--- src/core/nsi_pkg.sv ---
// Shared constants and types of the network status indicator.
package nsi_pkg;

  // Timebase figures in their own units.
  localparam int NSI_CLK_PERIOD_NS = 25;
  localparam int NSI_MS_NS = 1000000;
  // Clock cycles in one millisecond tick.
  localparam int NSI_TICK_CYCLES = NSI_MS_NS / NSI_CLK_PERIOD_NS;

  // Width of the per-LED millisecond phase counter.
  localparam int NSI_CNT_W = 11;
  // Pattern phase lengths in milliseconds.
  localparam logic [NSI_CNT_W-1:0] NSI_FLICKER_MS = 11'd50;
  localparam logic [NSI_CNT_W-1:0] NSI_BLINK_MS = 11'd200;
  localparam logic [NSI_CNT_W-1:0] NSI_FLASH_ON_MS = 11'd200;
  localparam logic [NSI_CNT_W-1:0] NSI_FLASH_GAP_MS = 11'd200;
  localparam logic [NSI_CNT_W-1:0] NSI_FLASH_OFF_MS = 11'd1000;
  // Last counter value of each pattern period, and the start and end of the second double flash.
  localparam logic [NSI_CNT_W-1:0] NSI_FLICKER_LAST = NSI_CNT_W'(2 * NSI_FLICKER_MS - 1);
  localparam logic [NSI_CNT_W-1:0] NSI_BLINK_LAST = NSI_CNT_W'(2 * NSI_BLINK_MS - 1);
  localparam logic [NSI_CNT_W-1:0] NSI_SINGLE_LAST = NSI_CNT_W'(NSI_FLASH_ON_MS
                                                     + NSI_FLASH_OFF_MS - 1);
  localparam logic [NSI_CNT_W-1:0] NSI_SECOND_ON = NSI_CNT_W'(NSI_FLASH_ON_MS + NSI_FLASH_GAP_MS);
  localparam logic [NSI_CNT_W-1:0] NSI_SECOND_OFF = NSI_CNT_W'(NSI_SECOND_ON + NSI_FLASH_ON_MS);
  localparam logic [NSI_CNT_W-1:0] NSI_DOUBLE_LAST = NSI_CNT_W'(NSI_SECOND_OFF
                                                     + NSI_FLASH_OFF_MS - 1);

  // Register bus geometry and byte offsets.
  localparam int NSI_ADDR_W = 4;
  localparam logic [NSI_ADDR_W-1:0] NSI_CTRL_OFS = 4'h0;
  localparam logic [NSI_ADDR_W-1:0] NSI_ERR_OFS = 4'h4;
  localparam logic [NSI_ADDR_W-1:0] NSI_DISP_OFS = 4'h8;
  localparam logic [NSI_ADDR_W-1:0] NSI_STAT_OFS = 4'hC;

  // Field positions.
  localparam int NSI_CTRL_STATE_LSB = 0;
  localparam int NSI_CTRL_SAFETY_BIT = 2;
  localparam int NSI_ERR_REFUSED_BIT = 0;
  localparam int NSI_ERR_AUTO_BIT = 1;
  localparam int NSI_ERR_SMWDT_BIT = 2;
  localparam int NSI_ERR_CRIT_BIT = 3;
  localparam int NSI_DISP_TEST_BIT = 0;
  localparam int NSI_DISP_CPU_BIT = 1;
  localparam int NSI_DISP_INIT_BIT = 2;
  localparam int NSI_DISP_CONN_LSB = 8;
  localparam int NSI_STAT_DISP_LSB = 16;

  // Slave state machine encodings held in the control register.
  localparam logic [1:0] NSI_ST_INIT = 2'h0;
  localparam logic [1:0] NSI_ST_PREOP = 2'h1;
  localparam logic [1:0] NSI_ST_SAFEOP = 2'h2;
  localparam logic [1:0] NSI_ST_OP = 2'h3;

  // Reset values of the writable registers.
  localparam logic [31:0] NSI_REG_RST = 32'h0000_0000;

  // LED lighting patterns.
  typedef enum logic [2:0] {
    NSI_PAT_OFF, NSI_PAT_ON, NSI_PAT_FLICKER, NSI_PAT_BLINK, NSI_PAT_SINGLE, NSI_PAT_DOUBLE
  } nsi_pat_e;

  // Special indications selected for the status display.
  typedef enum logic [2:0] {
    NSI_DISP_NORMAL, NSI_DISP_NOT_CONN, NSI_DISP_TEST, NSI_DISP_CPU_ERR, NSI_DISP_INIT
  } nsi_disp_e;

  // One register bus request.
  typedef struct packed {
    logic [NSI_ADDR_W-1:0] addr;
    logic [31:0] wdata;
    logic wr;
    logic rd;
  } nsi_bus_req_s;

endpackage

--- src/core/nsi_indicator.sv ---
`timescale 1ns/100ps

// Overview of operation
// - Steady on stays lit, off stays dark.
// - Flicker: 50 ms on, 50 ms off.
// - Blink: 200 ms on, 200 ms off.
// - Single flash: 200 ms on, 1000 off.
// - Double flash: on, off, on, long off.
// - Run LED off in Init or unpowered.
// - Run LED blinks in Pre-Operational.
// - Run LED single-flashes in Safe-Operational.
// - Run LED steady in Operational.
// - Error LED off clean, blinks on refusal.
// - Error LED single-flashes on autonomous change.
// - Error LED double-flashes on sync watchdog.
// - Error LED steady on critical error.
// - Link LED off unpowered or no link.
// - Link LED steady when idle link.
// - Link LED flickers with traffic.
// - Line fault LED lit during receive errors.
// - Safety LED lit when safety activatable.
// - Display shows test, CPU error, init.
// - Not-connected shown separately per axis.
module nsi_indicator
  import nsi_pkg::*;
#(
  parameter int NUM_PORTS = 2,
  parameter int NUM_AXES = 3,
  parameter int TICK_CYCLES = NSI_TICK_CYCLES
) (
  // Clock and reset.
  input wire logic clk_i,
  input wire logic nrst_i,
  // Register bus.
  input wire nsi_bus_req_s bus_req_i,
  output logic [31:0] bus_rdata_o,
  // Power and port status.
  input wire logic power_ok_i,
  input wire logic [NUM_PORTS-1:0] link_up_i,
  input wire logic [NUM_PORTS-1:0] traffic_i,
  input wire logic [NUM_PORTS-1:0] rx_error_i,
  // Indicator LEDs.
  output logic run_state_led_o,
  output logic comm_error_led_o,
  output logic [NUM_PORTS-1:0] link_led_o,
  output logic [NUM_PORTS-1:0] line_fault_led_o,
  output logic safety_ready_led_o,
  // Status display.
  output nsi_disp_e disp_code_o,
  output logic [NUM_AXES-1:0] disp_nc_axis_o
);

  // LED slots of the pattern engine: run, error, then one per port.
  localparam int NUM_LEDS = 2 + NUM_PORTS;
  localparam int LED_RUN = 0;
  localparam int LED_ERR = 1;
  localparam int TW = $clog2(TICK_CYCLES);
  localparam logic [TW-1:0] TICK_LAST = TW'(TICK_CYCLES - 1);

  // Writable registers and the read data holder.
  logic [31:0] ctrl_reg;
  logic [31:0] err_reg;
  logic [31:0] disp_reg;
  logic [31:0] rdata_reg;
  logic [31:0] rdata_next;

  // Millisecond timebase.
  logic [TW-1:0] div_reg;
  logic tick_reg;

  // Per-LED pattern selection, phase counter and lit level.
  nsi_pat_e pat_next [NUM_LEDS];
  nsi_pat_e pat_reg [NUM_LEDS];
  logic [NSI_CNT_W-1:0] cnt_reg [NUM_LEDS];
  logic [NUM_LEDS-1:0] led_reg;

  // Steady LEDs and display outputs.
  logic [NUM_PORTS-1:0] fault_reg;
  logic safety_reg;
  nsi_disp_e disp_reg_code;
  nsi_disp_e disp_next;
  logic [NUM_AXES-1:0] nc_reg;

  // Decoded fields of the control registers.
  wire logic [1:0] esm_state = ctrl_reg[NSI_CTRL_STATE_LSB +: 2];
  wire logic safety_ok = ctrl_reg[NSI_CTRL_SAFETY_BIT];
  wire logic err_refused = err_reg[NSI_ERR_REFUSED_BIT];
  wire logic err_auto = err_reg[NSI_ERR_AUTO_BIT];
  wire logic err_smwdt = err_reg[NSI_ERR_SMWDT_BIT];
  wire logic err_crit = err_reg[NSI_ERR_CRIT_BIT];
  wire logic show_test = disp_reg[NSI_DISP_TEST_BIT];
  wire logic show_cpu = disp_reg[NSI_DISP_CPU_BIT];
  wire logic show_init = disp_reg[NSI_DISP_INIT_BIT];
  wire logic [NUM_AXES-1:0] axis_conn = disp_reg[NSI_DISP_CONN_LSB +: NUM_AXES];

  // Address decode of the bus strobes.
  wire logic hit_ctrl = bus_req_i.addr == NSI_CTRL_OFS;
  wire logic hit_err = bus_req_i.addr == NSI_ERR_OFS;
  wire logic hit_disp = bus_req_i.addr == NSI_DISP_OFS;
  wire logic hit_stat = bus_req_i.addr == NSI_STAT_OFS;

  // Status word that software reads back.
  wire logic [31:0] stat_word = (32'(led_reg)) | (32'(fault_reg) << NUM_LEDS)
                                | (32'(safety_reg) << (NUM_LEDS + NUM_PORTS))
                                | (32'(disp_reg_code) << NSI_STAT_DISP_LSB);

  // Lit level of a pattern at a given millisecond of its period.
  function automatic logic pat_level(input nsi_pat_e p, input logic [NSI_CNT_W-1:0] c);
    logic lvl;
    lvl = 1'b0;
    case (p)
      NSI_PAT_ON: lvl = 1'b1;
      NSI_PAT_FLICKER: lvl = c < NSI_FLICKER_MS;
      NSI_PAT_BLINK: lvl = c < NSI_BLINK_MS;
      NSI_PAT_SINGLE: lvl = c < NSI_FLASH_ON_MS;
      NSI_PAT_DOUBLE: lvl = (c < NSI_FLASH_ON_MS) || (c >= NSI_SECOND_ON && c < NSI_SECOND_OFF);
      default: lvl = 1'b0;
    endcase
    return lvl;
  endfunction

  // Last counter value before a pattern period wraps.
  function automatic logic [NSI_CNT_W-1:0] pat_last(input nsi_pat_e p);
    logic [NSI_CNT_W-1:0] l;
    l = '0;
    case (p)
      NSI_PAT_FLICKER: l = NSI_FLICKER_LAST;
      NSI_PAT_BLINK: l = NSI_BLINK_LAST;
      NSI_PAT_SINGLE: l = NSI_SINGLE_LAST;
      NSI_PAT_DOUBLE: l = NSI_DOUBLE_LAST;
      default: l = '0;
    endcase
    return l;
  endfunction

  // Register writes; software holds each condition as a level.
  always_ff @(posedge clk_i or negedge nrst_i) begin
    if (!nrst_i) begin
      ctrl_reg <= NSI_REG_RST;
      err_reg <= NSI_REG_RST;
      disp_reg <= NSI_REG_RST;
    end else if (bus_req_i.wr) begin
      if (hit_ctrl) ctrl_reg <= bus_req_i.wdata;
      if (hit_err) err_reg <= bus_req_i.wdata;
      if (hit_disp) disp_reg <= bus_req_i.wdata;
    end
  end

  // Read mux; unmapped offsets and idle cycles return zero.
  always_comb begin
    rdata_next = 32'h0000_0000;
    if (bus_req_i.rd) begin
      if (hit_ctrl) rdata_next = ctrl_reg;
      else if (hit_err) rdata_next = err_reg;
      else if (hit_disp) rdata_next = disp_reg;
      else if (hit_stat) rdata_next = stat_word;
      else rdata_next = 32'h0000_0000;
    end
  end

  // Read data stands only in the cycle after the read strobe.
  always_ff @(posedge clk_i or negedge nrst_i) begin
    if (!nrst_i) rdata_reg <= 32'h0000_0000;
    else rdata_reg <= rdata_next;
  end

  // Free-running divider that pulses once per millisecond.
  always_ff @(posedge clk_i or negedge nrst_i) begin
    if (!nrst_i) begin
      div_reg <= '0;
      tick_reg <= 1'b0;
    end else begin
      div_reg <= (div_reg == TICK_LAST) ? '0 : div_reg + 1'b1;
      tick_reg <= div_reg == TICK_LAST;
    end
  end

  // Run LED follows the slave state; no power forces it dark.
  always_comb begin
    if (!power_ok_i) pat_next[LED_RUN] = NSI_PAT_OFF;
    else begin
      case (esm_state)
        NSI_ST_PREOP: pat_next[LED_RUN] = NSI_PAT_BLINK;
        NSI_ST_SAFEOP: pat_next[LED_RUN] = NSI_PAT_SINGLE;
        NSI_ST_OP: pat_next[LED_RUN] = NSI_PAT_ON;
        default: pat_next[LED_RUN] = NSI_PAT_OFF;
      endcase
    end
  end

  // Error LED shows the most severe active condition.
  always_comb begin
    if (err_crit) pat_next[LED_ERR] = NSI_PAT_ON;
    else if (err_smwdt) pat_next[LED_ERR] = NSI_PAT_DOUBLE;
    else if (err_auto) pat_next[LED_ERR] = NSI_PAT_SINGLE;
    else if (err_refused) pat_next[LED_ERR] = NSI_PAT_BLINK;
    else pat_next[LED_ERR] = NSI_PAT_OFF;
  end

  // Pattern engine, one copy per LED slot plus the port link selection.
  genvar gi;
  generate
    for (gi = 0; gi < NUM_PORTS; gi++) begin : g_link
      // Link LED: dark without power or link, flicker on traffic.
      always_comb begin
        if (!power_ok_i || !link_up_i[gi]) pat_next[2 + gi] = NSI_PAT_OFF;
        else if (traffic_i[gi]) pat_next[2 + gi] = NSI_PAT_FLICKER;
        else pat_next[2 + gi] = NSI_PAT_ON;
      end
    end
    for (gi = 0; gi < NUM_LEDS; gi++) begin : g_led
      // A new pattern restarts at its on phase; else count ticks.
      always_ff @(posedge clk_i or negedge nrst_i) begin
        if (!nrst_i) begin
          pat_reg[gi] <= NSI_PAT_OFF;
          cnt_reg[gi] <= '0;
          led_reg[gi] <= 1'b0;
        end else begin
          pat_reg[gi] <= pat_next[gi];
          if (pat_next[gi] != pat_reg[gi]) cnt_reg[gi] <= '0;
          else if (tick_reg) begin
            cnt_reg[gi] <= (cnt_reg[gi] >= pat_last(pat_reg[gi])) ? '0 : cnt_reg[gi] + 1'b1;
          end
          led_reg[gi] <= pat_level(pat_reg[gi], cnt_reg[gi]);
        end
      end
    end
  endgenerate

  // Display selection; fault indications outrank the connection view.
  always_comb begin
    if (show_cpu) disp_next = NSI_DISP_CPU_ERR;
    else if (show_init) disp_next = NSI_DISP_INIT;
    else if (show_test) disp_next = NSI_DISP_TEST;
    else if (axis_conn != {NUM_AXES{1'b1}}) disp_next = NSI_DISP_NOT_CONN;
    else disp_next = NSI_DISP_NORMAL;
  end

  // Steady LEDs and display outputs are registered.
  always_ff @(posedge clk_i or negedge nrst_i) begin
    if (!nrst_i) begin
      fault_reg <= '0;
      safety_reg <= 1'b0;
      disp_reg_code <= NSI_DISP_NORMAL;
      nc_reg <= '0;
    end else begin
      fault_reg <= rx_error_i;
      safety_reg <= safety_ok;
      disp_reg_code <= disp_next;
      nc_reg <= ~axis_conn;
    end
  end

  // Output connections, all from flip-flops.
  assign bus_rdata_o = rdata_reg;
  assign run_state_led_o = led_reg[LED_RUN];
  assign comm_error_led_o = led_reg[LED_ERR];
  assign link_led_o = led_reg[NUM_LEDS-1:2];
  assign line_fault_led_o = fault_reg;
  assign safety_ready_led_o = safety_reg;
  assign disp_code_o = disp_reg_code;
  assign disp_nc_axis_o = nc_reg;
endmodule

--- config.mk ---
export PLATFORM = sky130hd
export DESIGN_NAME = nsi_indicator
export DESIGN_NICKNAME = d
export VERILOG_FILES = /design/src/core/nsi_pkg.sv /design/src/core/nsi_indicator.sv
export SDC_FILE = /design/constraint.sdc
export NUM_CORES = 1
export LEC_CHECK = 0
export ABC_CLOCK_PERIOD_IN_PS = 4800
export BUFFER_PORTS_ARGS = -buffer_cell sky130_fd_sc_hd__buf_4
export CORE_MARGIN = 2
export CORE_UTILIZATION = 63
export DETAILED_ROUTE_END_ITERATION = 6
export GPL_TIMING_DRIVEN = 0
export HOLD_SLACK_MARGIN = 0.12
export PLACE_DENSITY_LB_ADDON = 0.15
export SLEW_MARGIN = 10
export SYNTH_ARGS = -nofsm -noshare
export SYNTH_HDL_FRONTEND = slang
export SYNTH_SLANG_ARGS = --single-unit
--- constraint.sdc ---
create_clock -name clk_i -period 4.8 [get_ports clk_i]
set_input_delay 0.96 -clock clk_i [delete_from_list [all_inputs] [get_ports clk_i]]
set_output_delay 0.96 -clock clk_i [all_outputs]
set_load 0.03 [all_outputs]
=== Yosys cells after proc, flatten, opt, wreduce, memory -nomap -nowiden ===
Index checks and enable logic that the tools add are counted.

* Reductions and logical operators: 25
* Divide/modulo/power cells: 0
* Shifts and indexed selects: 0
* $add $sub $neg: 5
* Eq/ne operators: 32
* Order comparisons: 20
* Mux-type cells: 48
* Multiply operators: 0
* Bitwise operators: 4

{| class="wikitable"
|+ Operators by type and width
! kind !! count
|-
| 11-bit 2-to-1 mux || 20
|-
| 11-bit one-hot mux with 4 select lines || 4
|-
| 32-bit 2-to-1 mux || 4
|-
| 11-bit by 1-bit adder with 11-bit output (second input constant) || 4
|-
| 11-bit >= comparator || 4
|-
| 11-bit by 9-bit >= comparator with 1-bit output (second input constant) || 4
|-
| 11-bit by 10-bit < comparator with 1-bit output (second input constant) || 4
|-
| 11-bit by 6-bit < comparator with 1-bit output (second input constant) || 4
|-
| 11-bit by 8-bit < comparator with 1-bit output (second input constant) || 4
|-
| 3-bit by 2-bit equality test with 1-bit output (second input constant) || 8
|-
| 3-bit equality test (second input constant) || 8
|-
| 19-bit 2-to-1 mux || 1
|-
| 7-bit by 19-bit bitwise OR with 19-bit output || 1
|-
| 3-bit 2-to-1 mux || 6
|-
| 16-bit by 1-bit adder with 16-bit output (second input constant) || 1
|-
| 16-bit equality test (second input constant) || 1
|-
| 16-bit 2-to-1 mux || 1
|-
| 1-bit one-hot mux with 4 select lines || 4
|-
| 3-bit by 1-bit equality test with 1-bit output (second input constant) || 4
|-
| 2-bit 2-to-1 mux || 6
|-
| 3-bit != test || 4
|-
| 3-bit one-hot mux with 3 select lines || 1
|-
| 4-bit equality test (second input constant) || 2
|-
| 2-bit nonzero test || 4
|-
| other kinds (14) || 30
|}

* Bits of input ports: 47
* Latch bits: 0
* Output and inout port bits: 45
* Memory bits (read-only): 0
* Memories kept: 0
* RAM bits: 0
* Bits in registers: 214

=== Depth between registers and ports, before layout ===
* Word-level depth: 10
* Mapped depth: 12
* Mapped depth without buffers: 11

=== Least setup slack after synthesis ===
Ideal clock, no wire load.

* Path kind: input to register
* Start point: input traffic_i[0]
* End point: register cnt_reg[17] (netlist name)
* Library setup time: 0.110 ns
* Setup slack: 2.264 ns
* Required time: 4.690 ns
* Arrival: 2.426 ns
* Buffers on the path: 0
* Cell stages on the path: 6
* Path through: or3b_1 a21oi_1 a21oi_1 nor4_4 nand2_1 o41ai_1

* Longest elaborated chain between the ends: 4
* Elaborated cells on any way between the ends: 5
* Those cells by class: eq/ne: 1; mux: 3; reduce/logical: 1

{| class="wikitable"
|+ Ends and longest elaborated chain
! item !! line !! RTL
|-
| from (decl) || nsi_indicator.sv:40 || <nowiki>input wire logic [NUM_PORTS-1:0] traffic_i,</nowiki>
|-
| 2-bit 2-to-1 mux * || nsi_indicator.sv:207 || <nowiki>else if (traffic_i[gi]) pat_next[2 + gi] = NSI_PAT_FLICKER;</nowiki>
|-
| 2-bit 2-to-1 mux * || nsi_indicator.sv:206 || <nowiki>if (!power_ok_i || !link_up_i[gi]) pat_next[2 + gi] = NSI_PAT_OFF;</nowiki>
|-
| 3-bit != test * || nsi_indicator.sv:220 || <nowiki>if (pat_next[gi] != pat_reg[gi]) cnt_reg[gi] <= '0;</nowiki>
|-
| 11-bit 2-to-1 mux / 2-bit nonzero test (equally long branches) || -- ||
|-
| to (signal, indexed assignment) || nsi_indicator.sv:222 || <nowiki>cnt_reg[gi] <= (cnt_reg[gi] >= pat_last(pat_reg[gi])) ? '0 : cnt_reg[gi] + 1'b1;</nowiki>
|-
| to (decl) || nsi_indicator.sv:74 || <nowiki>logic [NSI_CNT_W-1:0] cnt_reg [NUM_LEDS];</nowiki>
|}

Mark *: on every way between the ends. The rest lies on a longest branch, timed or not.
A chain may end at the register's enable or synchronous reset.

=== Worst setup path in the final report ===
* Start point: register pat_reg[7] (netlist name)
* End point: register cnt_reg[28] (netlist name)

* Longest elaborated chain between the ends: 8
* Elaborated cells on any way between the ends: 13
* Those cells by class: order compare: 1; eq/ne: 5; mux: 6; reduce/logical: 1

{| class="wikitable"
|+ Ends and longest elaborated chain
! item !! line !! RTL
|-
| from (decl) || nsi_indicator.sv:73 || <nowiki>nsi_pat_e pat_reg [NUM_LEDS];</nowiki>
|-
| from (signal, indexed assignment) || nsi_indicator.sv:219 || <nowiki>pat_reg[gi] <= pat_next[gi];</nowiki>
|-
| 3-bit equality test / 3-bit by 2-bit equality test with 1-bit output (equally long branches) || nsi_indicator.sv:126 || <nowiki>case (p)</nowiki>
|-
| 11-bit one-hot mux with 4 select lines || nsi_indicator.sv:126 ||
|-
| 11-bit 2-to-1 mux || nsi_indicator.sv:221 || <nowiki>else if (tick_reg) begin</nowiki>
|-
| 11-bit 2-to-1 mux || nsi_indicator.sv:220 ||
|-
| 11-bit >= comparator || nsi_indicator.sv:222 ||
|-
| 11-bit 2-to-1 mux || nsi_indicator.sv:222 ||
|-
| 11-bit 2-to-1 mux || nsi_indicator.sv:221 ||
|-
| 11-bit 2-to-1 mux || nsi_indicator.sv:220 ||
|}

Parallel ways exist; a longest one is shown, timed or not. The select of a mux whose other input is x is not followed.

==> impl_metrics.json <==
{
  "drt_wl_total_um": 22300,
  "clk_latency_ns": 0.51,
  "syn_nets": 1014,
  "fin_cells": 1268,
  "p_int_w": 0.00355,
  "coreArea_um2": 16000,
  "async_reset_ff_share_pct": 100,
  "grt_max_degree": 115,
  "r2r_slack_ns": 1.80,
  "cts_root_buf": "clkbuf_16",
  "synth_flop_cell": "dfrtp_1",
  "cts_tree": "built",
  "slew-limit-headroom_pct": 50.3,
  "setup_viol": 0,
  "cp-start-kind": "flop",
  "via_per_inst": 5.98,
  "yosysUniqueCellTypes": 71,
  "cts_max_level": 1,
  "largest_reg_flops": 44,
  "total_power_w": 0.00487,
  "worstMarginPinSlew_ns": 0.746,
  "swShare_pct": 27.0,
  "cp_slowest_stage_delay_ns": 0.49,
  "leakage_nw": 5.67,
  "postCtsResizedCells": 0,
  "die_area_um2": 17500,
  "crit_chain": "and2b_2 > buf_2 > a21oi_1 > ha_1 > a21oi_1 > o21ai_0 > a21oi_1 > o2111ai_2 > or4_1 > nand3_1",
  "die_w_um": 132,
  "grt_overflow_total": 0,
  "first_global_vias": 7722,
  "cts_inserted_buffers": 22,
  "avgSynthCellArea_um2": 11.2,
  "first_pass_iters": 5,
  "drt-wirelength-per-cell_um": 17.6,
  "grt_pass1_wl_um": 38100,
  "required_ns": 5.24,
  "maxCapViolCount": 0,
  "path_max_fanout": 8,
  "io-pin-count": 92,
  "hold_path.startpoint": "ctrl_reg[2]",
  "rsz0062_at_grt": "no",
  "nFillCells": 1078,
  "antenna_cells": 0,
  "slew_violations": 0,
  "min_period_over_period_pct": 62.5,
  "drc": 0,
  "hold_path_depth": 0,
  "fin_skew_ns": 0.0191,
  "synth-edff-count": 0,
  "ys_seq_area_share_pct": 51.3,
  "hold_viol_final": 0,
  "mostFrequentLayoutCells": "212 x dfrtp_1, 97 x mux2_2, 88 x buf_4, 85 x nor2_1, 73 x nand2_1",
  "hold_path_end": "safety_ready_led_o",
  "crit_type": "flop to flop",
  "die_h_um": 132,
  "post_dp_cell_area_um2": 11300,
  "multiInputGateArea_um2": 4820,
  "design_area_um2": 12100,
  "cellPowerDensity_nw_per_um2": 402,
  "drive_above_1_share_pct": 23.6,
  "ys_ff_latch": 212,
  "gp_congestion": 0.865,
  "reg2reg_depth": 10,
  "cts_sinks": 212,
  "drt-initial-drc-count": 501,
  "combPwrFrac_pct": 17.7,
  "grt_antenna_before_repair": 0,
  "hold_path.class": "flop to flop",
  "synth-warning-count": 0,
  "clock_path_buffers": 3,
  "status": "complete, no violations",
  "regArea_um2": 5310,
  "grt_usage_pct": 26.3,
  "mappedNetlistArea_um2": 10400,
  "final_net_count": 1128,
  "cp.arrival_ns": 3.44,
  "crit_slowest_cell": "or4_1",
  "crit_top_cell": "a21oi_1",
  "fin_tns_setup_ns": 0,
  "final_common_cell": "dfrtp_1",
  "start_util_pct": 64.7,
  "portBuffers": 89,
  "synth_cells": 924,
  "post_cts_buffers": 0,
  "timing.rr.end": "cnt_reg[28]",
  "final.min_clock_period_ns": 3.00,
  "rr_startpoint": "pat_reg[7]",
  "drtAntennaViolNets": 0,
  "rows": 46,
  "cp-end-kind": "flop",
  "cts-hold-fix-buffers": 0,
  "clk_pin_slew_ns": 0.06,
  "dp_cells": 1230,
  "seqPwrFrac_pct": 45.0,
  "via_count": 7585,
  "ir_worst_vdd_mv": 0.262,
  "fmax_ghz": 0.334,
  "syn2layout_area_growth_pct": 16.9,
  "p_switching_w": 0.00132,
  "hpwl_um": 15400,
  "clockPowerShare_pct": 37.4
}
-- power by group through the flow --
stage	Clock (W)	Combinational [W]	Sequential (W)
6_report	0.00182	0.000859	0.00219
2_1_floorplan	0	0.000539	0.00223
5_1_grt	0.00191	0.000948	0.00222
3_5_place_dp	0	0.000855	0.00221
3_3_place_gp	0	0.000825	0.00220
4_1_cts	0.00184	0.000863	0.00218
-- area by class of cell --
type | count | share of cell area (%)
timing repair buffer | 90 | 5.81
sequential | 212 | 43.8
tap | 216 | 2.23
clock buffer | 29 | 5.10
multi-input combinational | 654 | 39.8
clock inverter | 9 | 1.32
buffer | 38 | 1.23
inverter | 20 | 0.620
-- layer usage --
layer  share of wire, %  vias up  GRT usage, %
li1                   -     3583             -
met1                 43     3761          35.0
met2                 50      204          45.7
met3                4.5       37          3.69
met4                1.8        0          6.99
met5                  0        -             0
-- synth_stat cells, types with 5 or more instances --
cell type | instances | area [µm²]
a211oi_1 | 5 | 37.5
a21o_1 | 9 | 67.6
a21oi_1 | 54 | 270
a22o_1 | 11 | 96.3
a31oi_1 | 7 | 43.8
and2_1 | 7 | 43.8
and3_1 | 18 | 113
and4_1 | 5 | 43.8
buf_1 | 8 | 30.0
buf_2 | 5 | 25.0
clkbuf_1 | 25 | 93.8
dfrtp_1 | 212 | 5310
ha_1 | 43 | 538
inv_1 | 19 | 71.3
mux2_2 | 97 | 1090
mux2i_1 | 22 | 220
mux4_2 | 10 | 225
nand2_1 | 73 | 274
nand2b_1 | 10 | 62.6
nand3_1 | 29 | 145
nand3b_1 | 8 | 60.1
nand4_1 | 9 | 56.3
nor2_1 | 85 | 319
nor2b_1 | 14 | 87.6
nor3_1 | 18 | 90.1
o21ai_0 | 29 | 145
or3_1 | 9 | 56.3
xnor2_1 | 5 | 43.8
xor2_1 | 10 | 87.6
-- stage by stage --
stage | setup WS, ns | util [%] | hold WS, ns
global route | 1.66 | 75.6 | 0.411
finish | 1.80 | 75.6 | 0.400
global placement | 1.30 | 70.6 | 0.380
floorplan | 2.26 | - | 0.366
CTS | 1.83 | 75.6 | 0.405
detailed placement | 1.76 | 70.8 | 0.392
-- worst max-delay path: cells and delay by family, from the launching register on --
kind            cells  cell delay, ns
compound gates      5            1.18
simple gates        3            0.81
flops               1            0.46
fa+ha+maj           1            0.31
buf+inv             1            0.16
-- cells by family after synthesis --
family	after synthesis	synth area share [%]
adders and majority gates	43	5.20
muxes	129	14.9
and+or+nand+nor	312	15.3
DFF	212	51.3
xor gates and xnor gates	15	1.27
AOI/OAI and AO/OA	155	9.94
buffers and inverters	58	2.16
-- worst max-delay path by stage --
stage | startpoint | endpoint | slack [ns] | depth (start not counted)
2_1_floorplan | traffic_i[0] | cnt_reg[17] | 2.26 | 6
3_3_place_gp | nrst_i | div_reg[1] | 1.30 | 1
3_5_place_dp | bus_req_i[36] | disp_reg[11] | 1.76 | 5
4_1_cts | pat_reg[7] | cnt_reg[28] | 1.83 | 10
5_1_grt | pat_reg[7] | cnt_reg[28] | 1.66 | 10
6_report | pat_reg[7] | cnt_reg[28] | 1.80 | 10
(Power assumes the default switching activity.)
